==> src/hw/irpe_pkg.sv <==
package irpe_pkg;

   // ==========================================================================
   // widths
   localparam int MEAS_W = 32;
   localparam int ACC_W  = 32;
   localparam int TIME_W = 32;

   // ==========================================================================
   // register byte offsets
   localparam logic [7:0] OFS_CTRL     = 8'h00;
   localparam logic [7:0] OFS_STATUS   = 8'h04;
   localparam logic [7:0] OFS_DELAY    = 8'h08;
   localparam logic [7:0] OFS_RUNTIME  = 8'h0C;
   localparam logic [7:0] OFS_IPK      = 8'h10;
   localparam logic [7:0] OFS_IRMS     = 8'h14;
   localparam logic [7:0] OFS_VPK      = 8'h18;
   localparam logic [7:0] OFS_VRMS     = 8'h1C;
   localparam logic [7:0] OFS_PWR      = 8'h20;
   localparam logic [7:0] OFS_BOUGHT   = 8'h24;
   localparam logic [7:0] OFS_SOLD     = 8'h28;
   localparam logic [7:0] OFS_CHARGE   = 8'h2C;
   localparam logic [7:0] OFS_DISCH    = 8'h30;
   localparam logic [7:0] OFS_TOTAL    = 8'h34;
   localparam logic [7:0] OFS_CFG      = 8'h38;

   // ==========================================================================
   // control bits (write one to act, self clearing)
   localparam int CTRL_CLR_BIT   = 0;
   localparam int CTRL_START_BIT = 1;
   localparam int CTRL_STOP_BIT  = 2;
   // configuration bits
   localparam int CFG_TIMED_BIT  = 0;
   localparam int CFG_DCONLY_BIT = 1;

   // ==========================================================================
   // reset values
   localparam logic [TIME_W-1:0] DELAY_RST   = 32'h0000_0000;
   localparam logic [TIME_W-1:0] RUNTIME_RST = 32'h0000_0000;
   localparam logic [1:0]        CFG_RST     = 2'h0;
   localparam logic [31:0]       RD_ZERO     = 32'h0000_0000;
   localparam logic [1:0]        RESP_OKAY   = 2'b00;
   localparam logic [1:0]        RESP_SLVERR = 2'b10;

   typedef enum logic [1:0] {
      ST_IDLE,
      ST_DELAY,
      ST_RUN
   } irpe_state_t;

   // per-period measurement result
   typedef struct packed {
      logic [MEAS_W-1:0] i_pk;
      logic [MEAS_W-1:0] i_rms;
      logic [MEAS_W-1:0] v_pk;
      logic [MEAS_W-1:0] v_rms;
      logic [MEAS_W-1:0] pwr;
      logic [MEAS_W-1:0] dc_amps;
   } irpe_meas_t;

   // integration configuration
   typedef struct packed {
      logic              timed;
      logic              direct_only_input_setting;
      logic [TIME_W-1:0] delay;
      logic [TIME_W-1:0] runtime;
   } irpe_cfg_t;

endpackage

==> src/hw/irpe_top.sv <==
// Functional notes
// - clear command wipes all held inrush maxima.
// - held maximum replaced only by a strictly greater new value.
// - hold largest current peak and largest per-period rms current.
// - hold largest voltage peak and largest per-period rms voltage.
// - hold largest per-period power.
// - maxima use raw period results, not averaging_setting_a.
// - bought adds positive power, shown only outside direct-only coupling.
// - sold adds negative power, shown only outside direct-only coupling.
// - charge adds positive dc amps, shown only in direct-only coupling.
// - discharge adds negative dc amps, shown only in direct-only coupling.
// - result view selection never gates accumulation.
// - start applies pending configuration and begins integration together.
// - each start clears prior integration results first.
// - timed mode waits delay, runs run time, stops; manual stop anytime.
//
// Chosen here: the address map and the AXI4-Lite register port.
module irpe_top
   import irpe_pkg::*;
(
   // clock and reset
   input  wire logic                mclk_i,
   input  wire logic                rst_b_i,
   input  wire logic                clk_en_i,
   // measurement stream
   input  wire logic                meas_vld_i,
   input  wire irpe_meas_t          meas_i,
   input  wire logic                view_sel_i,
   // axi4-lite write address
   input  wire logic                s_axi_awvalid,
   output logic                     s_axi_awready,
   input  wire logic [7:0]          s_axi_awaddr,
   // axi4-lite write data
   input  wire logic                s_axi_wvalid,
   output logic                     s_axi_wready,
   input  wire logic [31:0]         s_axi_wdata,
   input  wire logic [3:0]          s_axi_wstrb,
   // axi4-lite write response
   output logic                     s_axi_bvalid,
   input  wire logic                s_axi_bready,
   output logic [1:0]               s_axi_bresp,
   // axi4-lite read address
   input  wire logic                s_axi_arvalid,
   output logic                     s_axi_arready,
   input  wire logic [7:0]          s_axi_araddr,
   // axi4-lite read data
   output logic                     s_axi_rvalid,
   input  wire logic                s_axi_rready,
   output logic [31:0]              s_axi_rdata,
   output logic [1:0]               s_axi_rresp,
   // status
   output logic                     integ_active_o
);

   // ==========================================================================
   // decode helpers
   function automatic logic addr_known(input logic [7:0] a);
      addr_known = (a <= OFS_CFG) && (a[1:0] == 2'b00);
   endfunction

   function automatic logic [ACC_W-1:0] abs_val(input logic [MEAS_W-1:0] v);
      abs_val = v[MEAS_W-1] ? ACC_W'(-v) : ACC_W'(v);
   endfunction

   // ==========================================================================
   // state
   logic                aw_got_q, aw_got_d;
   logic                w_got_q, w_got_d;
   logic [7:0]          waddr_q, waddr_d;
   logic [31:0]         wdata_q, wdata_d;
   logic [3:0]          wstrb_q, wstrb_d;
   logic                bvalid_q, bvalid_d;
   logic [1:0]          bresp_q, bresp_d;
   logic                arready_q, arready_d;
   logic                rvalid_q, rvalid_d;
   logic [31:0]         rdata_q, rdata_d, rd_word;
   logic [1:0]          rresp_q, rresp_d;
   irpe_cfg_t           pend_q, pend_d;
   irpe_cfg_t           act_q, act_d;
   irpe_state_t         st_q, st_d;
   logic [TIME_W-1:0]   tmr_q, tmr_d;
   logic [MEAS_W-1:0]   hold_q [5], hold_d [5];
   logic [MEAS_W-1:0]   cur    [5];
   logic [ACC_W-1:0]    acc_q  [5], acc_d  [5];
   logic                wr_fire, clr_cmd, start_cmd, stop_cmd, accum;
   logic                awrdy_q, wrdy_q, actv_q;

   assign wr_fire   = aw_got_q && w_got_q && !bvalid_q;
   assign clr_cmd   = wr_fire && waddr_q == OFS_CTRL && wstrb_q[0] && wdata_q[CTRL_CLR_BIT];
   assign start_cmd = wr_fire && waddr_q == OFS_CTRL && wstrb_q[0] && wdata_q[CTRL_START_BIT];
   assign stop_cmd  = wr_fire && waddr_q == OFS_CTRL && wstrb_q[0] && wdata_q[CTRL_STOP_BIT];
   assign accum     = meas_vld_i && st_q == ST_RUN;

   // raw per-period results feed the maxima directly
   assign cur[0] = meas_i.i_pk;
   assign cur[1] = meas_i.i_rms;
   assign cur[2] = meas_i.v_pk;
   assign cur[3] = meas_i.v_rms;
   assign cur[4] = meas_i.pwr;

   // ==========================================================================
   // bus write path
   always_comb
   begin
      aw_got_d = aw_got_q;
      w_got_d  = w_got_q;
      waddr_d  = waddr_q;
      wdata_d  = wdata_q;
      wstrb_d  = wstrb_q;
      bvalid_d = bvalid_q;
      bresp_d  = bresp_q;
      pend_d   = pend_q;
      if (s_axi_awvalid && !aw_got_q)
      begin
         aw_got_d = 1'b1;
         waddr_d  = s_axi_awaddr;
      end
      if (s_axi_wvalid && !w_got_q)
      begin
         w_got_d = 1'b1;
         wdata_d = s_axi_wdata;
         wstrb_d = s_axi_wstrb;
      end
      if (wr_fire)
      begin
         bvalid_d = 1'b1;
         bresp_d  = addr_known(waddr_q) ? RESP_OKAY : RESP_SLVERR;
         // configuration is only staged; the controller keeps it still while running
         if (st_q == ST_IDLE && wstrb_q[0])
         begin
            unique case (waddr_q)
               OFS_DELAY:   pend_d.delay = wdata_q;
               OFS_RUNTIME: pend_d.runtime = wdata_q;
               OFS_CFG:
               begin
                  pend_d.timed = wdata_q[CFG_TIMED_BIT];
                  pend_d.direct_only_input_setting = wdata_q[CFG_DCONLY_BIT];
               end
               default: ;
            endcase
         end
      end
      if (bvalid_q && s_axi_bready)
      begin
         bvalid_d = 1'b0;
         aw_got_d = 1'b0;
         w_got_d  = 1'b0;
      end
   end

   // ==========================================================================
   // bus read path
   always_comb
   begin
      unique case (s_axi_araddr)
         OFS_STATUS:  rd_word = {30'h0000_0000, st_q == ST_DELAY, st_q != ST_IDLE};
         OFS_DELAY:   rd_word = pend_q.delay;
         OFS_RUNTIME: rd_word = pend_q.runtime;
         OFS_IPK:     rd_word = hold_q[0];
         OFS_IRMS:    rd_word = hold_q[1];
         OFS_VPK:     rd_word = hold_q[2];
         OFS_VRMS:    rd_word = hold_q[3];
         OFS_PWR:     rd_word = hold_q[4];
         OFS_BOUGHT:  rd_word = act_q.direct_only_input_setting ? RD_ZERO : acc_q[0];
         OFS_SOLD:    rd_word = act_q.direct_only_input_setting ? RD_ZERO : acc_q[1];
         OFS_CHARGE:  rd_word = act_q.direct_only_input_setting ? acc_q[2] : RD_ZERO;
         OFS_DISCH:   rd_word = act_q.direct_only_input_setting ? acc_q[3] : RD_ZERO;
         OFS_TOTAL:   rd_word = acc_q[4];
         OFS_CFG:     rd_word = {30'h0000_0000, pend_q.direct_only_input_setting, pend_q.timed};
         default:     rd_word = RD_ZERO;
      endcase
      arready_d = 1'b0;
      rvalid_d  = rvalid_q;
      rdata_d   = rdata_q;
      rresp_d   = rresp_q;
      if (s_axi_arvalid && !rvalid_q && !arready_q)
      begin
         arready_d = 1'b1;
         rvalid_d  = 1'b1;
         rdata_d   = rd_word;
         rresp_d   = addr_known(s_axi_araddr) ? RESP_OKAY : RESP_SLVERR;
      end
      else if (rvalid_q && s_axi_rready)
      begin
         rvalid_d = 1'b0;
      end
   end

   // ==========================================================================
   // integration sequencer
   always_comb
   begin
      st_d  = st_q;
      tmr_d = tmr_q;
      act_d = act_q;
      if (start_cmd)
      begin
         act_d = pend_q;
         tmr_d = pend_q.delay;
         if (!pend_q.timed)
            st_d = ST_RUN;
         else if (pend_q.delay == '0)
         begin
            st_d  = ST_RUN;
            tmr_d = pend_q.runtime;
         end
         else
            st_d = ST_DELAY;
      end
      else if (stop_cmd)
         st_d = ST_IDLE;
      else
      begin
         unique case (st_q)
            ST_IDLE: ;
            ST_DELAY:
               if (tmr_q <= 32'h0000_0001)
               begin
                  st_d  = ST_RUN;
                  tmr_d = act_q.runtime;
               end
               else
                  tmr_d = tmr_q - 32'h0000_0001;
            ST_RUN:
               if (act_q.timed)
               begin
                  if (tmr_q <= 32'h0000_0001)
                     st_d = ST_IDLE;
                  tmr_d = tmr_q - 32'h0000_0001;
               end
         endcase
      end
   end

   // ==========================================================================
   // peak hold and accumulators
   generate
      for (genvar g = 0; g < 5; g++)
      begin : g_hold
         always_comb
         begin
            hold_d[g] = hold_q[g];
            if (clr_cmd)
               hold_d[g] = '0;
            else if (meas_vld_i && cur[g] > hold_q[g])
               hold_d[g] = cur[g];
         end
      end
   endgenerate

   always_comb
   begin
      for (int k = 0; k < 5; k++)
         acc_d[k] = acc_q[k];
      if (start_cmd)
      begin
         for (int k = 0; k < 5; k++)
            acc_d[k] = '0;
      end
      else if (accum)
      begin
         if (!meas_i.pwr[MEAS_W-1] && meas_i.pwr != '0)
            acc_d[0] = acc_q[0] + meas_i.pwr;
         if (meas_i.pwr[MEAS_W-1])
            acc_d[1] = acc_q[1] + abs_val(meas_i.pwr);
         if (!meas_i.dc_amps[MEAS_W-1] && meas_i.dc_amps != '0)
            acc_d[2] = acc_q[2] + meas_i.dc_amps;
         if (meas_i.dc_amps[MEAS_W-1])
            acc_d[3] = acc_q[3] + abs_val(meas_i.dc_amps);
         acc_d[4] = acc_q[4] + meas_i.pwr;
      end
   end

   // ==========================================================================
   // registers
   always_ff @(posedge mclk_i or negedge rst_b_i)
   begin
      if (!rst_b_i)
      begin
         aw_got_q  <= 1'b0;
         w_got_q   <= 1'b0;
         waddr_q   <= 8'h00;
         wdata_q   <= 32'h0000_0000;
         wstrb_q   <= 4'h0;
         bvalid_q  <= 1'b0;
         bresp_q   <= RESP_OKAY;
         arready_q <= 1'b0;
         rvalid_q  <= 1'b0;
         rdata_q   <= 32'h0000_0000;
         rresp_q   <= RESP_OKAY;
         pend_q    <= {CFG_RST, DELAY_RST, RUNTIME_RST};
         act_q     <= {CFG_RST, DELAY_RST, RUNTIME_RST};
         st_q      <= ST_IDLE;
         tmr_q     <= 32'h0000_0000;
         awrdy_q   <= 1'b1;
         wrdy_q    <= 1'b1;
         actv_q    <= 1'b0;
         for (int k = 0; k < 5; k++)
         begin
            hold_q[k] <= '0;
            acc_q[k]  <= '0;
         end
      end
      else if (clk_en_i)
      begin
         aw_got_q  <= aw_got_d;
         w_got_q   <= w_got_d;
         waddr_q   <= waddr_d;
         wdata_q   <= wdata_d;
         wstrb_q   <= wstrb_d;
         bvalid_q  <= bvalid_d;
         bresp_q   <= bresp_d;
         arready_q <= arready_d;
         rvalid_q  <= rvalid_d;
         rdata_q   <= rdata_d;
         rresp_q   <= rresp_d;
         pend_q    <= pend_d;
         act_q     <= act_d;
         st_q      <= st_d;
         tmr_q     <= tmr_d;
         awrdy_q   <= !aw_got_d;
         wrdy_q    <= !w_got_d;
         actv_q    <= st_d != ST_IDLE;
         for (int k = 0; k < 5; k++)
         begin
            hold_q[k] <= hold_d[k];
            acc_q[k]  <= acc_d[k];
         end
      end
   end

   assign s_axi_awready  = awrdy_q;
   assign s_axi_wready   = wrdy_q;
   assign s_axi_bvalid   = bvalid_q;
   assign s_axi_bresp    = bresp_q;
   assign s_axi_arready  = arready_q;
   assign s_axi_rvalid   = rvalid_q;
   assign s_axi_rdata    = rdata_q;
   assign s_axi_rresp    = rresp_q;
   assign integ_active_o = actv_q;

   // ==========================================================================
   // checks
   AST_CLR_ZERO: assert property (@(posedge mclk_i) disable iff (!rst_b_i)
      clr_cmd && clk_en_i |=> hold_q[0] == '0 && hold_q[4] == '0) else $error("clear did not zero maxima");
   AST_HOLD_MONO: assert property (@(posedge mclk_i) disable iff (!rst_b_i)
      !clr_cmd && clk_en_i |=> hold_q[1] >= $past(hold_q[1])) else $error("held rms current fell");
   AST_IPK_TRACK: assert property (@(posedge mclk_i) disable iff (!rst_b_i)
      clk_en_i && !clr_cmd && meas_vld_i && meas_i.i_pk > hold_q[0] |=> hold_q[0] == $past(meas_i.i_pk))
      else $error("peak current not captured");
   AST_VPK_TRACK: assert property (@(posedge mclk_i) disable iff (!rst_b_i)
      clk_en_i && !clr_cmd && meas_vld_i && meas_i.v_pk > hold_q[2] |=> hold_q[2] == $past(meas_i.v_pk))
      else $error("peak voltage not captured");
   AST_PWR_TRACK: assert property (@(posedge mclk_i) disable iff (!rst_b_i)
      clk_en_i && !clr_cmd && meas_vld_i && meas_i.pwr > hold_q[4] |=> hold_q[4] == $past(meas_i.pwr))
      else $error("power maximum not captured");
   AST_START_CLR: assert property (@(posedge mclk_i) disable iff (!rst_b_i)
      start_cmd && clk_en_i |=> acc_q[4] == '0 && acc_q[0] == '0 && st_q != ST_IDLE)
      else $error("start did not clear results");
   AST_IDLE_FROZEN: assert property (@(posedge mclk_i) disable iff (!rst_b_i)
      st_q == ST_IDLE && !start_cmd && clk_en_i |=> $stable(acc_q[4])) else $error("accumulated while stopped");
   AST_STOP: assert property (@(posedge mclk_i) disable iff (!rst_b_i)
      stop_cmd && !start_cmd && clk_en_i |=> st_q == ST_IDLE) else $error("manual stop ignored");
   AST_SOLD_SIGN: assert property (@(posedge mclk_i) disable iff (!rst_b_i)
      accum && clk_en_i && !start_cmd && !meas_i.pwr[MEAS_W-1] |=> $stable(acc_q[1]))
      else $error("sold grew on positive power");

endmodule

==> config.mk <==
export PLATFORM = sky130hd
export DESIGN_NAME = irpe_top
export DESIGN_NICKNAME = d
export VERILOG_FILES = /design/src/hw/irpe_pkg.sv /design/src/hw/irpe_top.sv
export SDC_FILE = /design/constraint.sdc
export NUM_CORES = 2
export LEC_CHECK = 0
export ABC_CLOCK_PERIOD_IN_PS = 4710
export BUFFER_PORTS_ARGS = -buffer_cell sky130_fd_sc_hd__clkbuf_2
export CAP_MARGIN = 30
export CORE_UTILIZATION = 60
export CTS_BUF_LIST = sky130_fd_sc_hd__clkbuf_8
export CTS_CLUSTER_SIZE = 14
export DETAILED_ROUTE_END_ITERATION = 8
export PLACE_DENSITY = 0.86
export SYNTH_ARGS = -nofsm -noshare
export SYNTH_HDL_FRONTEND = slang
export SYNTH_SLANG_ARGS = --single-unit
==> constraint.sdc <==
create_clock -name mclk_i -period 4.71 [get_ports mclk_i]
set_input_delay 0.7065 -clock mclk_i [delete_from_list [all_inputs] [get_ports mclk_i]]
set_output_delay 0.7065 -clock mclk_i [all_outputs]
set_load 0.02 [all_outputs]
**Yosys cells after proc, flatten, opt, wreduce, memory -nomap -nowiden**

Index checks and enable logic that the tools add are counted.

- Register bits after elaboration: 539
- Output and inout bits: 42

- Add/sub/neg operators: 8
- Order comparisons: 8
- Eq/ne operators: 21
- Multiplexer cells: 49
- Reductions and logical operators: 76

Operator list:

| kind | count |
|---|---|
| $mux 32 | 26 |
| $pmux 32 s14 | 1 |
| $mux 160 | 2 |
| $add 32x32->32 | 5 |
| $gt 32x32->1 | 5 |
| $eq 8x6->1 const B | 8 |
| $neg 32->32 | 2 |
| $pmux 32 s2 | 1 |
| $reduce_bool 32->1 | 2 |
| $eq 8x4->1 const B | 4 |
| $eq 8x5->1 const B | 4 |
| $le 32x1->1 const B | 1 |
| $logic_not 32->1 | 1 |
| $sub 32x1->32 const B | 1 |
| $reduce_bool 2->1 | 14 |
| $reduce_and 2->1 | 13 |
| $logic_and 1x1->1 | 24 |
| $mux 2 | 9 |
| $le 8x6->1 const B | 2 |
| $reduce_and 4->1 | 4 |
| $reduce_and 3->1 | 4 |
| $logic_not 1->1 | 9 |
| $mux 1 | 9 |
| $eq 8x3->1 const B | 1 |
| other kinds (8) | 10 |

**Longest topological paths before layout**

- Depth after elaboration: 8
- Mapped depth: 18
- Depth with buffers taken out: 18

**Worst setup path before layout**

No wires, ideal clock.

- Kind: input to register
- Start point: input meas_i[33] (netlist name)
- End point: register acc_q[126] (netlist name)
- Data arrival time: 4007 ps
- Data required time: 4577 ps
- Slack: 570 ps
- Stages on the path: 17
- Buffers on the path: 0
- Cells stage by stage: inv_1 > nand2_1 > or4_1 > nor2_1 > nand2_1 > o31ai_1 > xnor2_1 > ha_1 > a21o_1 > a2111o_1 > a21oi_1 > o31ai_1 > a31oi_1 > o211ai_1 > a41oi_1 > xor2_1 > o21ai_0

- Longest elaborated chain between the ends: 6

Ends and longest elaborated chain:

| what | RTL line | text |
|---|---|---|
| from (decl) | irpe_top.sv:27 | `input wire irpe_meas_t meas_i,` |
| $neg 32->32 | irpe_top.sv:62 | `abs_val = v[MEAS_W-1] ? ACC_W'(-v) : ACC_W'(v);` |
| $mux 32 (*) | irpe_top.sv:62 |  |
| $add 32x32->32 (*) | irpe_top.sv:265 | `acc_d[1] = acc_q[1] + abs_val(meas_i.pwr);` |
| $mux 32 (*) | irpe_top.sv:264 | `if (meas_i.pwr[MEAS_W-1])` |
| $mux 160 (*) | irpe_top.sv:260 | `else if (accum)` |
| $mux 160 (*) | irpe_top.sv:255 | `if (start_cmd)` |
| to (signal, indexed assignment) | irpe_top.sv:327 | `acc_q[k] <= acc_d[k];` |
| to (decl) | irpe_top.sv:84 | `logic [ACC_W-1:0] acc_q [5], acc_d [5];` |

Mark *: on every way between the ends. The rest lies on a longest branch, timed or not. The select of a mux whose other input is x is not followed.
A chain may end at the register's enable or synchronous reset.

**Worst setup path after layout**

- Start point: input meas_i[44] (netlist name)
- End point: register acc_q[123] (netlist name)

The elaborated chain is that of the path after synthesis.

==> summary.json <==
{
  "finish": {
    "finalInstanceArea_um2": 41700,
    "multi_input_area_um2": 22100,
    "layout-area-overhead-vs-synth_pct": 12.5,
    "seqCellArea_um2": 13400,
    "fin_nets": 5074,
    "fillCellCount": 4732,
    "finish.utilization": 0.688,
    "final_layout_size_suffix_gt1_frac": 0.157,
    "final-instance-count-excl-fill": 5341
  },
  "timing": {
    "max_freq_mhz": 257,
    "worst_slew_margin_rel": 0.235,
    "setup_viol_count_final": 0,
    "rsz0062_at_grt": "false",
    "finalSetupTns_ns": 0,
    "tightest_slew_ns": 1.15,
    "final_hold_viol_count": 0,
    "fin_crit_ns": 3.90,
    "min_period_over_period": 0.827,
    "final_skew_ns": 0.0502,
    "timing_max_transition_violations_final": 0
  },
  "placed_design": {
    "hpwlAfterDp_mm": 95.1,
    "globalplace.congestion": 1.04,
    "placed_cell_area_um2": 39600,
    "numPortBuffers": 289,
    "placed_cells_incl_taps": 5166
  },
  "clock_network": {
    "htree_num_levels": 3,
    "cts.repair.resized": 0,
    "postCtsHoldBufs": 0,
    "setup_buffers_after_cts": 0,
    "cts_tree": "done",
    "numCtsBuffers": 93,
    "cts-root-buf": "sky130_fd_sc_hd__clkbuf_8",
    "max_clock_buf_depth": 3,
    "clock-sinks": 537,
    "clkSlewWorstSetupHoldPaths_ns": 0.07,
    "worst_skew_pair.late_latency_ns": 0.74
  },
  "die": {
    "floorplan.initialDensity": 0.611,
    "fp.coreArea_um2": 60700,
    "number_of_top_level_pins": 296,
    "design.die.area_um2": 62800,
    "fp.dieH_um": 251,
    "core_rows": 90,
    "die_width_um": 251
  },
  "worst_setup_path": {
    "critPathMaxStageDelay_ns": 0.59,
    "worstPathArrival_ns": 4.45,
    "path_class": "in2reg",
    "critical_path_cell_by_cell": "clkbuf_2 > or4_4 > or4_4 > nor2_4 > nand3_1 > o31ai_1 > xnor2_1 > ha_1 > a21oi_1 > o21ai_0 > a21oi_1 > a21boi_0 > nand2_1 > a31oi_1 > xor2_1 > o21ai_0",
    "critical_path.startpoint_type": "input pin",
    "crit_path_max_delay_cell_type": "sky130_fd_sc_hd__or4_4",
    "required_ns": 5.27,
    "crit_path_max_fanout": 5,
    "cp.buffers_inverters": 1,
    "crit_family": "simple AND/OR/NAND/NOR gates",
    "cp-end-kind": "register"
  },
  "global_routing": {
    "largest_net_degree_at_the_start_of_global_routing": 114,
    "first_global_vias": 33600,
    "antenna_found_initial": 5,
    "grt_overflow_total": 0,
    "grt_first_pass_wirelength_mm": 197,
    "gr-usage-all-layers": 0.409
  },
  "routing": {
    "finalWirelength_mm": 129,
    "ant_nets": 0,
    "first_iter_violations": 3623,
    "drt_drc_violations_left": 0,
    "post_drt_wl_per_cell_um": 24.1,
    "detail_route.vias_per_cell": 6.59,
    "via_count": 35200,
    "number_of_detailed_route_iterations_in_the_first_pass": 6
  },
  "power": {
    "post-layout-total-power_mw": 24.5,
    "power_density_nw_per_um2": 586,
    "irDropWorstVdd_mv": 0.367,
    "leakage_nw": 20.5
  },
  "logic_synthesis": {
    "most_frequently_used_flop_master_after_synthesis": "sky130_fd_sc_hd__dfrtp_1",
    "ys_seq_elements": 537,
    "postSynthCellCount": 4214,
    "ys_warn_count": 0,
    "synth_cell_type_count": 87,
    "synth.cell_area_um2": 37100,
    "synth-async-reset-ratio": 1.00,
    "syn_area_per_cell_um2": 8.80,
    "synth_enable_flop_cells": 0,
    "yosysSeqAreaShare": 0.362
  },
  "status": {
    "outcome": "finished clean"
  },
  "hold_path": {
    "hold_path_class": "in2async"
  },
  "run": {
    "cap_viol_max_count": 0
  }
}
## sequential cells by signal, indices dropped and copies added (netlist names)
| signal | cells |
|---|---|
| s_axi_awready | 1 |
| pend_q | 66 |
| s_axi_arready | 1 |
| s_axi_rdata | 32 |
| s_axi_bvalid | 1 |
| w_got_q | 1 |
| aw_got_q | 1 |
| act_q | 34 |
| s_axi_rresp | 1 |
| integ_active_o | 1 |
| acc_q | 160 |
| s_axi_bresp | 1 |
| wdata_q | 32 |
| waddr_q | 8 |
| s_axi_rvalid | 1 |
| s_axi_wready | 1 |
| wstrb_q | 1 |
| st_q | 2 |
| tmr_q | 32 |
| hold_q | 160 |
## final timing paths
path	start	endpoint	slack, ns	depth (start not counted)
setup / recovery	meas_i[44]	acc_q[123]	0.81	16
hold / removal	rst_b_i	acc_q[114]	0.07	1
setup reg to reg	acc_q[128]	acc_q[156]	1.06	12
hold reg to reg	s_axi_awready	s_axi_awready	0.49	2
max in group asynchronous	rst_b_i	acc_q[45]	3.45	2
min in group mclk_i	s_axi_awaddr[5]	waddr_q[5]	0.20	2
## worst reg2reg max path: cells and delay by family, from the launching register on
| family | cells | cell delay, ns |
|---|---|---|
| and+or+nand+nor | 2 | 0.44 |
| adders and majority gates | 2 | 0.57 |
| buffers and inverters | 1 | 0.06 |
| xor gates and xnor gates | 1 | 0.10 |
| AOI/OAI and AO/OA | 6 | 2.01 |
| DFF | 1 | 0.37 |
## per-layer routing
layer	global-route usage	vias up	share of wire
met5	0	-	0.00020
met4	0.268	4	0.079
met3	0.131	508	0.12
met2	0.611	2038	0.43
met1	0.508	16800	0.37
li1	-	15900	-
## cell usage in the layout, fill, tap and decap left out, drive strengths merged, types with 22 or more instances in the layout
cell / instances
a22o: 53
o31ai: 60
clkbuf: 415
nand4: 68
nand2b: 31
buf: 88
nand2: 595
a21o: 148
nor3: 44
inv: 249
xnor2: 128
nor4: 23
a22oi: 112
dfrtp: 535
xor2: 82
nor2b: 25
o21a: 26
ha: 336
o211ai: 22
a21oi: 277
nand3: 79
o21ai: 400
a31oi: 27
a211oi: 61
nor2: 217
a221oi: 58
mux2: 141
## metrics by stage
stage | hold slack (ns) | worst slack [ns]
global route | 0.134 | 0.442
finish | 0.0668 | 0.813
floorplan | 0.411 | 0.570
global placement | 0.479 | 0.181
CTS | 0.105 | 0.874
detailed placement | 0.483 | 0.135
## synth_stat cells (31+ instances only)
cell / number / share of area
sky130_fd_sc_hd__ha_1: 336 / 0.11
sky130_fd_sc_hd__a211oi_1: 61 / 0.012
sky130_fd_sc_hd__nand3_1: 79 / 0.011
sky130_fd_sc_hd__nor2_1: 215 / 0.022
sky130_fd_sc_hd__o21ai_0: 397 / 0.054
sky130_fd_sc_hd__o31ai_1: 60 / 0.012
sky130_fd_sc_hd__mux2_2: 139 / 0.042
sky130_fd_sc_hd__nand2b_1: 31 / 0.0052
sky130_fd_sc_hd__inv_1: 220 / 0.022
sky130_fd_sc_hd__nand4_1: 67 / 0.011
sky130_fd_sc_hd__xnor2_1: 128 / 0.030
sky130_fd_sc_hd__xor2_1: 82 / 0.019
sky130_fd_sc_hd__a221oi_1: 58 / 0.014
sky130_fd_sc_hd__a22oi_1: 112 / 0.023
sky130_fd_sc_hd__nor3_1: 43 / 0.0058
sky130_fd_sc_hd__a21o_1: 148 / 0.030
sky130_fd_sc_hd__clkbuf_1: 172 / 0.017
sky130_fd_sc_hd__a22o_1: 53 / 0.013
sky130_fd_sc_hd__nand2_1: 595 / 0.060
sky130_fd_sc_hd__a21oi_1: 277 / 0.037
sky130_fd_sc_hd__dfrtp_1: 535 / 0.36
## power by group
| group | switching, mW | total (mW) | internal, mW |
|---|---|---|---|
| clock network | 2.13 | 4.81 | 2.69 |
| registers | 2.20 | 8.60 | 6.40 |
| logic | 6.30 | 11.1 | 4.76 |
## cells by family after synthesis
family                   synth area share
AO/OA/AOI/OAI                       0.241
XOR/XNOR                           0.0496
adder cells (fa/ha/maj)             0.116
buffers and inverters              0.0441
flip-flops                          0.362
multiplexers                       0.0447
other                            0.000101
AND/OR/NAND/NOR                     0.142
## final cells by class
| cell class | count | area share |
|---|---|---|
| Timing Repair Buffer | 376 | 0.0534 |
| Inverter | 220 | 0.0198 |
| Clock inverter | 42 | 0.00848 |
| Tap cell | 782 | 0.0234 |
| Multi-Input combinational cell | 3251 | 0.531 |
| Antenna cell | 6 | 0.000360 |
| Sequential cell | 537 | 0.322 |
| Clock buffer | 127 | 0.0419 |
No activity file was read; power rests on OpenSTA's default activity.
